## src/pe_pin_select_pkg.sv

```systemverilog
// constants, field layouts and per-pin tables for the upper port e function select
// assumes one 40 mhz clock and a plain strobe-based register port
package pe_pin_select_pkg;
   // clock figures
   localparam int CLK_MHZ = 40; // system clock rate
   localparam int CLK_PERIOD_NS = 25; // system clock period
   // register port shape
   localparam int ADDR_W = 8; // byte address width
   localparam int DATA_W = 16; // register width
   localparam int NUM_PINS = 9; // pins 16 up to 24
   // byte offsets of the register words
   localparam logic [7:0] OFS_TOP_PIN_SELECT = 8'h00; // pin 24 field
   localparam logic [7:0] OFS_UPPER_PIN_SELECT = 8'h04; // pins 23..16 fields
   localparam logic [7:0] OFS_DIRECTION_HIGH = 8'h08; // gpio direction, pins 24..16
   localparam logic [7:0] OFS_PIN_LEVEL = 8'h0c; // sampled pin levels, read only
   // field positions
   localparam int TOP_FIELD_LSB = 0; // pin 24 field at bits 1:0
   localparam int MODE_W = 2; // bits per mode field
   // writable masks, reserved bits read as zero
   localparam logic [15:0] TOP_WR_MASK = 16'h0003; // bits 15..2 reserved
   localparam logic [15:0] UPPER_WR_MASK = 16'hffff; // all eight fields
   localparam logic [15:0] DIR_WR_MASK = 16'h01ff; // one bit per pin
   // values after reset, before the boot strap is applied
   localparam logic [15:0] TOP_RESET_VAL = 16'h0000; // general i/o
   localparam logic [15:0] UPPER_RESET_VAL = 16'h0000; // general i/o
   localparam logic [15:0] DIR_RESET_VAL = 16'h0000; // all inputs
   // values loaded when booting through the host interface
   localparam logic [15:0] TOP_BOOT_VAL = 16'h0001; // lower bit of the field set
   localparam logic [15:0] UPPER_BOOT_VAL = 16'h5555; // lower bit of each field set
   localparam logic [15:0] READ_ZERO = 16'h0000; // unmapped read answer
   // owners of a pin
   typedef enum logic [1:0] {
      MODE_GPIO = 2'b00, // general-purpose i/o
      MODE_HOST = 2'b01, // host interface data bit
      MODE_UART = 2'b10, // uart_with_fifo signal
      MODE_BUS = 2'b11 // external_bus_controller data bit
   } pin_mode_t;
   // direction of the uart signal on a pin
   typedef enum logic [1:0] {
      UART_IN = 2'b01, // pin feeds the uart
      UART_OUT = 2'b10, // uart drives the pin
      UART_BIDIR = 2'b11 // uart enables its own drive
   } uart_kind_t;
   // boot phase after reset release
   typedef enum logic {
      ST_BOOT = 1'b0, // strap not yet applied
      ST_RUN = 1'b1 // normal operation
   } boot_state_t;
   // uart signal kind per pin, index 0 is pin 16
   localparam logic [8:0][1:0] UART_KIND_TABLE = {
      UART_IN, // 24 uart1_clear_to_send
      UART_IN, // 23 uart1_request_to_send, listed as input
      UART_IN, // 22 uart0_clear_to_send
      UART_OUT, // 21 uart0_request_to_send
      UART_BIDIR, // 20 uart1_serial_clock
      UART_OUT, // 19 uart1_receive, listed as output
      UART_OUT, // 18 uart1_transmit
      UART_BIDIR, // 17 uart0_serial_clock
      UART_IN // 16 uart0_receive
   };
   // idle level fed to a uart input that is not routed, index 0 is pin 16
   localparam logic [8:0] UART_IDLE_TABLE = 9'h1c1;
   localparam logic SYNC_RELEASED = 1'b1; // synchroniser constant
endpackage

```

## src/pe_reset_sync.sv

```systemverilog
// two-stage release synchroniser for the active-low reset
// assumes the asynchronous reset input may drop at any time
module pe_reset_sync
   import pe_pin_select_pkg::*;
(
   input wire logic ref_clk,
   input wire logic rst_n,
   output logic rst_sync_n
);
   // stage 0 feeds stage 1 only
   typedef struct packed {
      logic stage1; // second flop, the clean copy
      logic stage0; // first flop, may be metastable
   } sync_state_t;

   sync_state_t st_ff; // registered state
   sync_state_t nxt_st; // next state

   // shift a one in after release
   always_comb begin
      nxt_st.stage0 = SYNC_RELEASED;
      nxt_st.stage1 = st_ff.stage0;
   end

   // asserts at once, releases two edges later
   always_ff @(posedge ref_clk or negedge rst_n) begin
      if (!rst_n) begin
         st_ff <= '0;
      end else begin
         st_ff <= nxt_st;
      end
   end

   assign rst_sync_n = st_ff.stage1;
endmodule

```

## src/pe_pin_route.sv

```systemverilog
// routing for one multiplexed pin: picks the owner that drives it and feeds the pin level back to that owner only, except the uart on an output pin
// assumes each peripheral gives data and, where bidirectional, its own drive enable
module pe_pin_route
   import pe_pin_select_pkg::*;
#(
   parameter logic [1:0] UART_KIND = 2'b01,
   parameter logic UART_IDLE = 1'b1
)
(
   input wire logic [1:0] mode,
   input wire logic gpio_dir,
   input wire logic pin_in,
   input wire logic gpio_dout,
   input wire logic host_dout,
   input wire logic host_oe,
   input wire logic uart_dout,
   input wire logic uart_oe,
   input wire logic bus_dout,
   input wire logic bus_oe,
   output logic pin_out,
   output logic pin_oe,
   output logic gpio_din,
   output logic host_din,
   output logic uart_din,
   output logic bus_din
);
   // one owner at a time, the rest see their idle level
   always_comb begin
      pin_out = 1'b0;
      pin_oe = 1'b0;
      gpio_din = 1'b0;
      host_din = 1'b0;
      uart_din = UART_IDLE;
      bus_din = 1'b0;
      case (pin_mode_t'(mode))
         // port pin: direction register decides
         MODE_GPIO: begin
            pin_out = gpio_dout;
            pin_oe = gpio_dir;
            gpio_din = pin_in;
         end
         // host data bit, host controls its own drive
         MODE_HOST: begin
            pin_out = host_dout;
            pin_oe = host_oe;
            host_din = pin_in;
         end
         // uart signal, per-pin kind fixes the direction or leaves it to uart_oe
         MODE_UART: begin
            pin_out = uart_dout;
            if (UART_KIND == UART_OUT) begin
               pin_oe = 1'b1;
            end else if (UART_KIND == UART_BIDIR) begin
               pin_oe = uart_oe;
            end else begin
               pin_oe = 1'b0;
            end
            if (UART_KIND != UART_OUT) begin
               uart_din = pin_in;
            end
         end
         // external bus data bit
         default: begin
            pin_out = bus_dout;
            pin_oe = bus_oe;
            bus_din = pin_in;
         end
      endcase
   end
endmodule

```

## src/pe_pin_select.sv

```systemverilog
// top of the upper port e function select: registers, boot strap and nine pin routers
// assumes reads and writes arrive as one-cycle strobes synchronous to ref_clk
module pe_pin_select
   import pe_pin_select_pkg::*;
(
   input wire logic ref_clk,
   input wire logic rst_n,
   input wire logic host_boot,
   input wire logic [7:0] reg_addr,
   input wire logic [15:0] reg_wdata,
   input wire logic reg_wr,
   input wire logic reg_rd,
   output logic [15:0] reg_rdata,
   input wire logic [8:0] pin_in,
   output logic [8:0] pin_out,
   output logic [8:0] pin_oe,
   input wire logic [8:0] gpio_dout,
   output logic [8:0] gpio_din,
   input wire logic [8:0] host_dout,
   input wire logic [8:0] host_oe,
   output logic [8:0] host_din,
   input wire logic [8:0] uart_dout,
   input wire logic [8:0] uart_oe,
   output logic [8:0] uart_din,
   input wire logic [8:0] bus_dout,
   input wire logic [8:0] bus_oe,
   output logic [8:0] bus_din,
   output logic [17:0] pin_mode
);
   // whole state of the block
   typedef struct packed {
      boot_state_t phase; // strap applied or not
      logic [15:0] top_sel; // port_e_top_pin_select
      logic [15:0] upper_sel; // port_e_upper_pin_select
      logic [15:0] dir_high; // port_e_direction_high
      logic [15:0] rdata; // read data, valid one cycle
   } block_state_t;

   block_state_t st_ff; // registered state
   block_state_t nxt_st; // next state
   logic rst_sync_n; // released copy of the reset
   logic [8:0][1:0] modes; // per-pin mode, index 0 is pin 16

   // mode field of one pin out of the two select registers
   function automatic logic [1:0] field_of(
      input logic [15:0] top,
      input logic [15:0] upper,
      input int idx
   );
      logic [1:0] f;
      f = upper[(idx % 8) * MODE_W +: MODE_W];
      if (idx == 8) begin
         f = top[TOP_FIELD_LSB +: MODE_W];
      end
      return f;
   endfunction

   // merge a masked write into a register
   function automatic logic [15:0] merge(
      input logic [15:0] old,
      input logic [15:0] wdata,
      input logic [15:0] mask
   );
      return (old & ~mask) | (wdata & mask);
   endfunction

   // reset release through two flops
   pe_reset_sync u_reset_sync (
      .ref_clk(ref_clk),
      .rst_n(rst_n),
      .rst_sync_n(rst_sync_n)
   );

   // next-state logic: strap, writes and reads
   always_comb begin
      nxt_st = st_ff;
      nxt_st.rdata = READ_ZERO;
      // first cycle after release: apply the boot strap
      if (st_ff.phase == ST_BOOT) begin
         nxt_st.phase = ST_RUN;
         if (host_boot) begin
            nxt_st.top_sel = TOP_BOOT_VAL;
            nxt_st.upper_sel = UPPER_BOOT_VAL;
         end
      end
      // register writes, taking effect on the next edge
      if (reg_wr) begin
         if (reg_addr == OFS_TOP_PIN_SELECT) begin
            // reserved bits stay zero
            nxt_st.top_sel = merge(st_ff.top_sel, reg_wdata, TOP_WR_MASK);
         end else if (reg_addr == OFS_UPPER_PIN_SELECT) begin
            nxt_st.upper_sel = merge(st_ff.upper_sel, reg_wdata, UPPER_WR_MASK);
         end else if (reg_addr == OFS_DIRECTION_HIGH) begin
            nxt_st.dir_high = merge(st_ff.dir_high, reg_wdata, DIR_WR_MASK);
         end
      end
      // register reads, answered in the following cycle
      if (reg_rd) begin
         if (reg_addr == OFS_TOP_PIN_SELECT) begin
            // upper bits read as zero
            nxt_st.rdata = st_ff.top_sel & TOP_WR_MASK;
         end else if (reg_addr == OFS_UPPER_PIN_SELECT) begin
            nxt_st.rdata = st_ff.upper_sel;
         end else if (reg_addr == OFS_DIRECTION_HIGH) begin
            nxt_st.rdata = st_ff.dir_high & DIR_WR_MASK;
         end else if (reg_addr == OFS_PIN_LEVEL) begin
            // live pin levels, whoever owns them
            nxt_st.rdata = {7'h00, pin_in};
         end else begin
            // unmapped address reads zero
            nxt_st.rdata = READ_ZERO;
         end
      end
   end

   // state register, fields cleared before the strap
   always_ff @(posedge ref_clk or negedge rst_sync_n) begin
      if (!rst_sync_n) begin
         st_ff.phase <= ST_BOOT;
         st_ff.top_sel <= TOP_RESET_VAL;
         st_ff.upper_sel <= UPPER_RESET_VAL;
         st_ff.dir_high <= DIR_RESET_VAL;
         st_ff.rdata <= READ_ZERO;
      end else begin
         st_ff <= nxt_st;
      end
   end

   assign reg_rdata = st_ff.rdata;

   // per-pin routing, field decode straight from the registers
   for (genvar i = 0; i < NUM_PINS; i++) begin : g_pin
      // pins 16..23 from the upper register, 24 from the top one
      assign modes[i] = field_of(st_ff.top_sel, st_ff.upper_sel, i);
      assign pin_mode[i * MODE_W +: MODE_W] = modes[i];

      pe_pin_route #(
         .UART_KIND(UART_KIND_TABLE[i]),
         .UART_IDLE(UART_IDLE_TABLE[i])
      ) u_route (
         .mode(modes[i]),
         .gpio_dir(st_ff.dir_high[i]),
         .pin_in(pin_in[i]),
         .gpio_dout(gpio_dout[i]),
         .host_dout(host_dout[i]),
         .host_oe(host_oe[i]),
         .uart_dout(uart_dout[i]),
         .uart_oe(uart_oe[i]),
         .bus_dout(bus_dout[i]),
         .bus_oe(bus_oe[i]),
         .pin_out(pin_out[i]),
         .pin_oe(pin_oe[i]),
         .gpio_din(gpio_din[i]),
         .host_din(host_din[i]),
         .uart_din(uart_din[i]),
         .bus_din(bus_din[i])
      );
   end
endmodule

```

## config.mk

```make
export PLATFORM = sky130hd
export DESIGN_NAME = pe_pin_select
export DESIGN_NICKNAME = d
export VERILOG_FILES = /design/src/pe_pin_select_pkg.sv /design/src/pe_reset_sync.sv /design/src/pe_pin_route.sv /design/src/pe_pin_select.sv
export SDC_FILE = /design/constraint.sdc
export NUM_CORES = 1
export LEC_CHECK = 0
export BUFFER_PORTS_ARGS = -buffer_cell sky130_fd_sc_hd__buf_2
export CAP_MARGIN = 25
export CORE_ASPECT_RATIO = 0.9
export CORE_MARGIN = 3
export CORE_UTILIZATION = 43
export CTS_CLUSTER_DIAMETER = 80
export CTS_CLUSTER_SIZE = 10
export DETAILED_ROUTE_END_ITERATION = 8
export HOLD_SLACK_MARGIN = 0.02
export PLACE_DENSITY_LB_ADDON = 0.08
export SLEW_MARGIN = 10
export SYNTH_ARGS = -nofsm -noshare
export SYNTH_HDL_FRONTEND = slang
export SYNTH_HIERARCHICAL = 1
export SYNTH_SLANG_ARGS = --single-unit
```

## constraint.sdc

```tcl
create_clock -name ref_clk -period 1.75 [get_ports ref_clk]
set_input_delay 0.0875 -clock ref_clk [delete_from_list [all_inputs] [get_ports ref_clk]]
set_output_delay 0.0875 -clock ref_clk [all_outputs]
set_load 0.02 [all_outputs]
```

==> flow_metrics.env, run 1 <==
export IMPL_final_max_slew_viol_count=0
export IMPL_cts_root_buf="clkbuf_8"
export IMPL_rows=28
export IMPL_cts_clk_slew_worst_paths_ps=80
export IMPL_dr_first_iter_drc_count=58
export IMPL_p_sw_frac=0.263
export IMPL_busiest_layer="met2"
export IMPL_htreeDepth=2
export IMPL_critical_path_max_stage_delay_ps=550
export IMPL_core_area_um2=6660
export IMPL_cts_path_max_buffers=2
export IMPL_syn_area_per_cell_um2=11.1
export IMPL_postSynthCellCount=269
export IMPL_yosysUniqueCellTypes=28
export IMPL_synth_compound_area_frac=0.0331
export IMPL_hp_class="in -> reg"
export IMPL_viasPerCell=4.87
export IMPL_grt_pass1_vias=2513
export IMPL_synth_area_um2=2980
export IMPL_ir_drop_mv=0.309
export IMPL_grt_pass1_wl_um=12600
export IMPL_wl_per_cell_um=15.1
export IMPL_clock_skew_ps=1.95
export IMPL_post_cts_resized=0
export IMPL_gp_congestion=0.728
export IMPL_holdPathStages=2
export IMPL_yosys_area_share_xor_xnor=0
export IMPL_nets=531
export IMPL_synthAdderAreaFrac=0
export IMPL_synth_top_family_by_area="multiplexers"
export IMPL_drtPass1Iterations=4
export IMPL_path_cells="mux4_2 > buf_2"
export IMPL_pwr_share_clk=0.315
export IMPL_post_place_ws_ps=226
export IMPL_grt_usage=0.202
export IMPL_min_period_ps=1640
export IMPL_combPwrFrac=0.177
export IMPL_yosys_area_top_type="dfrtp_1"
export IMPL_power_density_nw_per_um2=553
export IMPL_hold_violations=0
export IMPL_drv_cap=0
export IMPL_yosys_warnings=6
export IMPL_antenna_found_initial=0
export IMPL_path_class="reg -> out"
export IMPL_drive_above_1_share=0.587
export IMPL_startpoint_type="register"
export IMPL_setup_viol_count_final=0
export IMPL_cp_max_fo=10
export IMPL_grt_util_met3=0.0567
export IMPL_synth_top_cell_area_share=0.386
export IMPL_p_leak_nw=2.17
export IMPL_seqPwrFrac=0.508
export IMPL_yosysSeqAreaShare=0.386
export IMPL_synthMuxAreaShare=0.259
export IMPL_dieArea_um2=7970
export IMPL_routed_wl_um=7860
export IMPL_arrival_ps=1560
export IMPL_required_ps=1660
export IMPL_post_cts_buffers=0
export IMPL_fin_crit_sh=0.940
export IMPL_p_int_mw=1.59
export IMPL_die_height_um=85.0
export IMPL_die_w_um=93.8
export IMPL_grt_max_degree=19
export IMPL_end_kind="output pin"
export IMPL_drc=0
export IMPL_synthToLayoutAreaGrowth_pct=31.2
export IMPL_p_sw_mw=0.569
export IMPL_fillCellCount=614
export IMPL_io_pins=189
export IMPL_ctsHoldBuffers=8
export IMPL_numCtsBuffers=5
export IMPL_setup_slack_ps=105
export IMPL_ys_seq_elements=46
export IMPL_antenna_cells=0
export IMPL_dp_hpwl_um=6170
export IMPL_reg2reg_depth=2
export IMPL_met1_usage=0.258
export IMPL_yosys_area_share_simple=0.189
export IMPL_clock_fmax_mhz=608
export IMPL_worstSkewPairLatency_ps=300
export IMPL_grt_overflow=0
export IMPL_start_util=0.448
export IMPL_num_vias=2535
export IMPL_synth_nets=370
export IMPL_cts_tree="done"
export IMPL_grt_use_met2=0.342
export IMPL_fin_tns_setup_ps=0
export IMPL_synthTopCellsByArea="dfrtp_1 39%, buf_4 9.3%, mux2_2 8.7%, mux4_2 6.8%, mux2i_1 4.4%"
export IMPL_critPathSlowestCell="dfrtp_1"
export IMPL_port_buffers=178
export IMPL_ant_nets=0
export IMPL_status="finished, final reports clean"
export IMPL_cts_sinks=46
export IMPL_rsz0062_at_grt="false"
-- placed cells by master (no fill, tap or decap), drive strengths merged, types with 4 or more instances in the layout --
master / synthesis / routed
and3b: 4 / 4
nand2: 23 / 23
and3: 9 / 9
a22oi: 7 / 7
nor2b: 4 / 4
dfrtp: 46 / 46
conb: 5 / 5
clkbuf: 4 / 7
nand2b: 10 / 10
o21ai: 4 / 4
and2: 7 / 7
nor2: 20 / 20
nor3b: 9 / 9
buf: 42 / 192
mux4: 13 / 13
inv: 8 / 8
mux2i: 13 / 13
nand3: 5 / 5
mux2: 28 / 28
dlygate4sd3: 0 / 8
-- flip-flops by register name, indices dropped and copies added, names as in the netlist --
name and flops:
st_ff 10, u_reset_sync/rst_sync_n 1, u_reset_sync/nxt_st 1, reg_rdata 16
pin_mode 18
-- synth_stat cells --
cell,n
o22a_1,3
nand3_1,5
nand2b_1,10
nor4_4,1
buf_6,5
mux2i_1,13
nor2b_1,4
clkbuf_1,4
nand4_1,1
and3_2,9
nand4_2,1
inv_1,8
nand4_4,1
a22oi_1,7
conb_1,5
and2_1,7
nor2_1,20
o21ai_0,4
mux2_2,23
mux2_4,5
nor3b_1,9
and4_1,1
buf_4,37
mux4_1,4
mux4_2,9
nand2_1,23
dfrtp_1,46
and3b_2,4
-- routing by layer --
layer / routed length, um / vias up / share of wire
met3: 634 / 7 / 0.081
met2: 3870 / 106 / 0.49
met4: 76 / 0 / 0.0097
met5: 0 / - / 0
li1: - / 1215 / -
met1: 3270 / 1207 / 0.42
-- power groups by stage --
stage | logic, mW | registers, mW | clock network [mW]
finish | 0.384 | 1.10 | 0.681
global route | 0.423 | 1.10 | 0.756
CTS | 0.389 | 1.10 | 0.710
detailed placement | 0.374 | 1.12 | 0
global placement | 0.367 | 1.12 | 0
floorplan | 0.187 | 1.12 | 0
-- through the flow --
step                      cells  power, mW  area (um2)   util  hold slack, ps
final                       521       2.16        3920  0.588            35.6
after global routing        521       2.28        3920  0.588            21.2
after CTS                   521       2.20        3920  0.588            22.9
after detailed placement    505       1.50        3740  0.562            -127
after global placement      505       1.49        3740  0.562            -127
after floorplan             269       1.31        2980      -            -208
-- critical path, delay by kind of cell (launching register included) --
family	cells	cell delay [ps]
flip-flops	1	550
buffers and inverters	1	170
multiplexers	1	540
-- final cells by class --
type | count | area, um2 | area share
well taps | 90 | 113 | 0.0288
clock inverters | 1 | 5.00 | 0.00128
clock buffers | 7 | 86.3 | 0.0221
multi-input cells | 169 | 1450 | 0.371
inverters | 8 | 30.0 | 0.00767
flip-flops and latches | 46 | 1150 | 0.294
repair buffers | 200 | 1080 | 0.275
-- cell families after synthesis --
| logic type | after synthesis |
|---|---|
| AOI/OAI and AO/OA | 14 |
| buffers and inverters | 54 |
| DFF | 46 |
| muxes | 54 |
| other | 5 |
| and+or+nand+nor | 96 |
-- worst paths after layout --
kind | endpoint | slack [ps] | startpoint
setup / recovery | pin_out[8] | 110 | pin_mode[16]$_DFF_PN0_
hold / removal | st_ff[17]$_DFFE_PN0P_ | 40 | reg_wdata[1]
setup reg to reg | reg_rdata[0]$_DFF_PN0_ | 480 | pin_mode[16]$_DFF_PN0_
hold reg to reg | st_ff[64]$_DFF_PN0_ | 180 | u_reset_sync/rst_sync_n$_DFF_PN0_
max in group asynchronous | reg_rdata[10]$_DFF_PN0_ | 1020 | u_reset_sync/rst_sync_n$_DFF_PN0_
min in group asynchronous | u_reset_sync/rst_sync_n$_DFF_PN0_ | 100 | rst_n
No activity file was read; power rests on OpenSTA's default activity.
==> inputs of run 2 (changes only) <==
CORE_UTILIZATION = 39   (was 43)
clock period = 1.5 ns   (was 1.75 ns; I/O delays follow)
==> flow_metrics.env, run 2 (synthesis results as in run 1) <==
export IMPL_drc=0
export IMPL_crit_end="pin_out[2]"
export IMPL_htreeDepth=2
export IMPL_final_common_cell="buf_2"
export IMPL_port_buffers=178
export IMPL_die_height_um=89.0
export IMPL_end_kind="output pin"
export IMPL_dp_hpwl_um=6070
export IMPL_routed_wl_um=8030
export IMPL_hold_violations=0
export IMPL_power_density_nw_per_um2=653
export IMPL_arrival_ps=1420
export IMPL_final_cell_mix="167 x buf_2, 37 x dfrtp_1, 23 x nand2_1, 23 x mux2_2"
export IMPL_drtPass1Iterations=4
export IMPL_clock_fmax_mhz=667
export IMPL_die_w_um=98.2
export IMPL_start_util=0.413
export IMPL_cp_max_fo=7
export IMPL_required_ps=1420
export IMPL_fin_util=0.570
export IMPL_ir_drop_mv=0.374
export IMPL_status="finished, final reports clean"
export IMPL_ant_nets=0
export IMPL_setup_viol_count_final=0
export IMPL_multi_input_area_um2=1440
export IMPL_regArea_um2=1160
export IMPL_nets=543
export IMPL_min_period_ps=1500
export IMPL_grt_usage=0.179
export IMPL_num_vias=2539
export IMPL_antenna_found_initial=0
export IMPL_critical_path_max_stage_delay_ps=530
export IMPL_grt_max_degree=45
export IMPL_synthToLayoutAreaGrowth_pct=38.0
export IMPL_core_area_um2=7220
export IMPL_fin_crit_sh=0.999
export IMPL_cpLargestDelayFamily="multiplexers"
export IMPL_p_leak_nw=2.24
export IMPL_cp_depth=2
export IMPL_antenna_cells=0
export IMPL_total_power_mw=2.69
export IMPL_worstSkewPairLatency_ps=300
export IMPL_grt_pass1_vias=2500
export IMPL_fillCellCount=667
export IMPL_hp_class="in -> reg"
export IMPL_path_class="reg -> out"
export IMPL_grt_overflow=0
export IMPL_io_pins=189
export IMPL_rows=29
export IMPL_cts_sinks=46
export IMPL_viasPerCell=4.74
export IMPL_reg2reg_depth=2
export IMPL_cts_path_max_buffers=2
export IMPL_grt_pass1_wl_um=12600
export IMPL_final_max_slew_viol_count=0
export IMPL_gp_congestion=0.770
export IMPL_cts_root_buf="clkbuf_8"
export IMPL_startpoint_type="register"
export IMPL_dieArea_um2=8740
export IMPL_holdPathStages=2
export IMPL_clock_skew_ps=5.03
export IMPL_dr_first_iter_drc_count=69
export IMPL_path_cells="mux4_2 > buf_6"
export IMPL_cts_clk_slew_worst_paths_ps=90
export IMPL_regToRegStartpoint="pin_mode[1]$_DFF_PN0_"
export IMPL_drive_above_1_share=0.616
export IMPL_r2r_end="reg_rdata[1]$_DFF_PN0_"
export IMPL_drv_cap=0
export IMPL_wl_per_cell_um=15.0
export IMPL_critPathSlowestCell="mux4_2"
export IMPL_numCtsBuffers=5
export IMPL_rsz0062_at_grt="true"
export IMPL_reg2reg_slack_ps=270
export IMPL_largest_reg_flops=18
export IMPL_startpoint="pin_mode[4]$_DFF_PN0_"
export IMPL_critPathBufInv=1
export IMPL_cts_tree="done"
-- run 2: worst min path at each step --
stage,start,to,slack (ps)
2_1_floorplan,rst_n,u_reset_sync/nxt_st[1]$_DFF_PN0_,-220
3_3_place_gp,rst_n,u_reset_sync/nxt_st[1]$_DFF_PN0_,-140
3_5_place_dp,rst_n,u_reset_sync/nxt_st[1]$_DFF_PN0_,-140
4_1_cts,reg_wdata[13],pin_mode[13]$_DFF_PN0_,20
5_1_grt,reg_wdata[4],pin_mode[4]$_DFF_PN0_,20
6_report,reg_wdata[1],st_ff[17]$_DFFE_PN0P_,30
-- run 2: cell type report --
class,instances,area share
Multi-Input combinational cell,169,0.349
Clock inverter,3,0.00973
Clock buffer,5,0.0167
Tap cell,93,0.0283
Sequential cell,46,0.282
Inverter,8,0.00730
Timing Repair Buffer,212,0.306
-- run 2: routing by layer --
layer,wire length (um),GRT usage,share of wire,up-vias
li1,-,-,-,1241
met1,3360,0.228,0.42,1204
met2,4070,0.318,0.51,89
met3,556,0.0421,0.069,5
met4,41,0.0335,0.0051,0
met5,0,0,0,-
-- run 2: timing repair --
item / 4_1_cts / 5_1_grt
hold buffers: 13 / 0
hold endpoints to repair: 16 / 0
setup buffers: 4 / 1
endpoints found under the setup margin: 12 / 13
resized for setup: 23 / 12
-- run 2: power by group --
part	switching [mW]	total, mW	leakage (nW)	internal, mW
logic	0.232	0.497	1.60	0.265
registers	0.0165	1.27	0.582	1.26
clock network	0.425	0.916	0.0579	0.491
total	0.673	2.69	2.24	2.01
-- run 2: through the flow --
step | std cells | setup slack, ps | area [um2] | hold WS (ps) | TNS (ps)
after global placement | 510 | 98.8 | 3770 | -139 | 0
after global routing | 536 | -63.2 | 4120 | 24.2 | -406
after CTS | 535 | -38.3 | 4080 | 21.1 | -55.4
after detailed placement | 510 | 59.8 | 3770 | -139 | 0
final | 536 | 1.37 | 4120 | 26.2 | 0
after floorplan | 269 | 125 | 2980 | -221 | 0
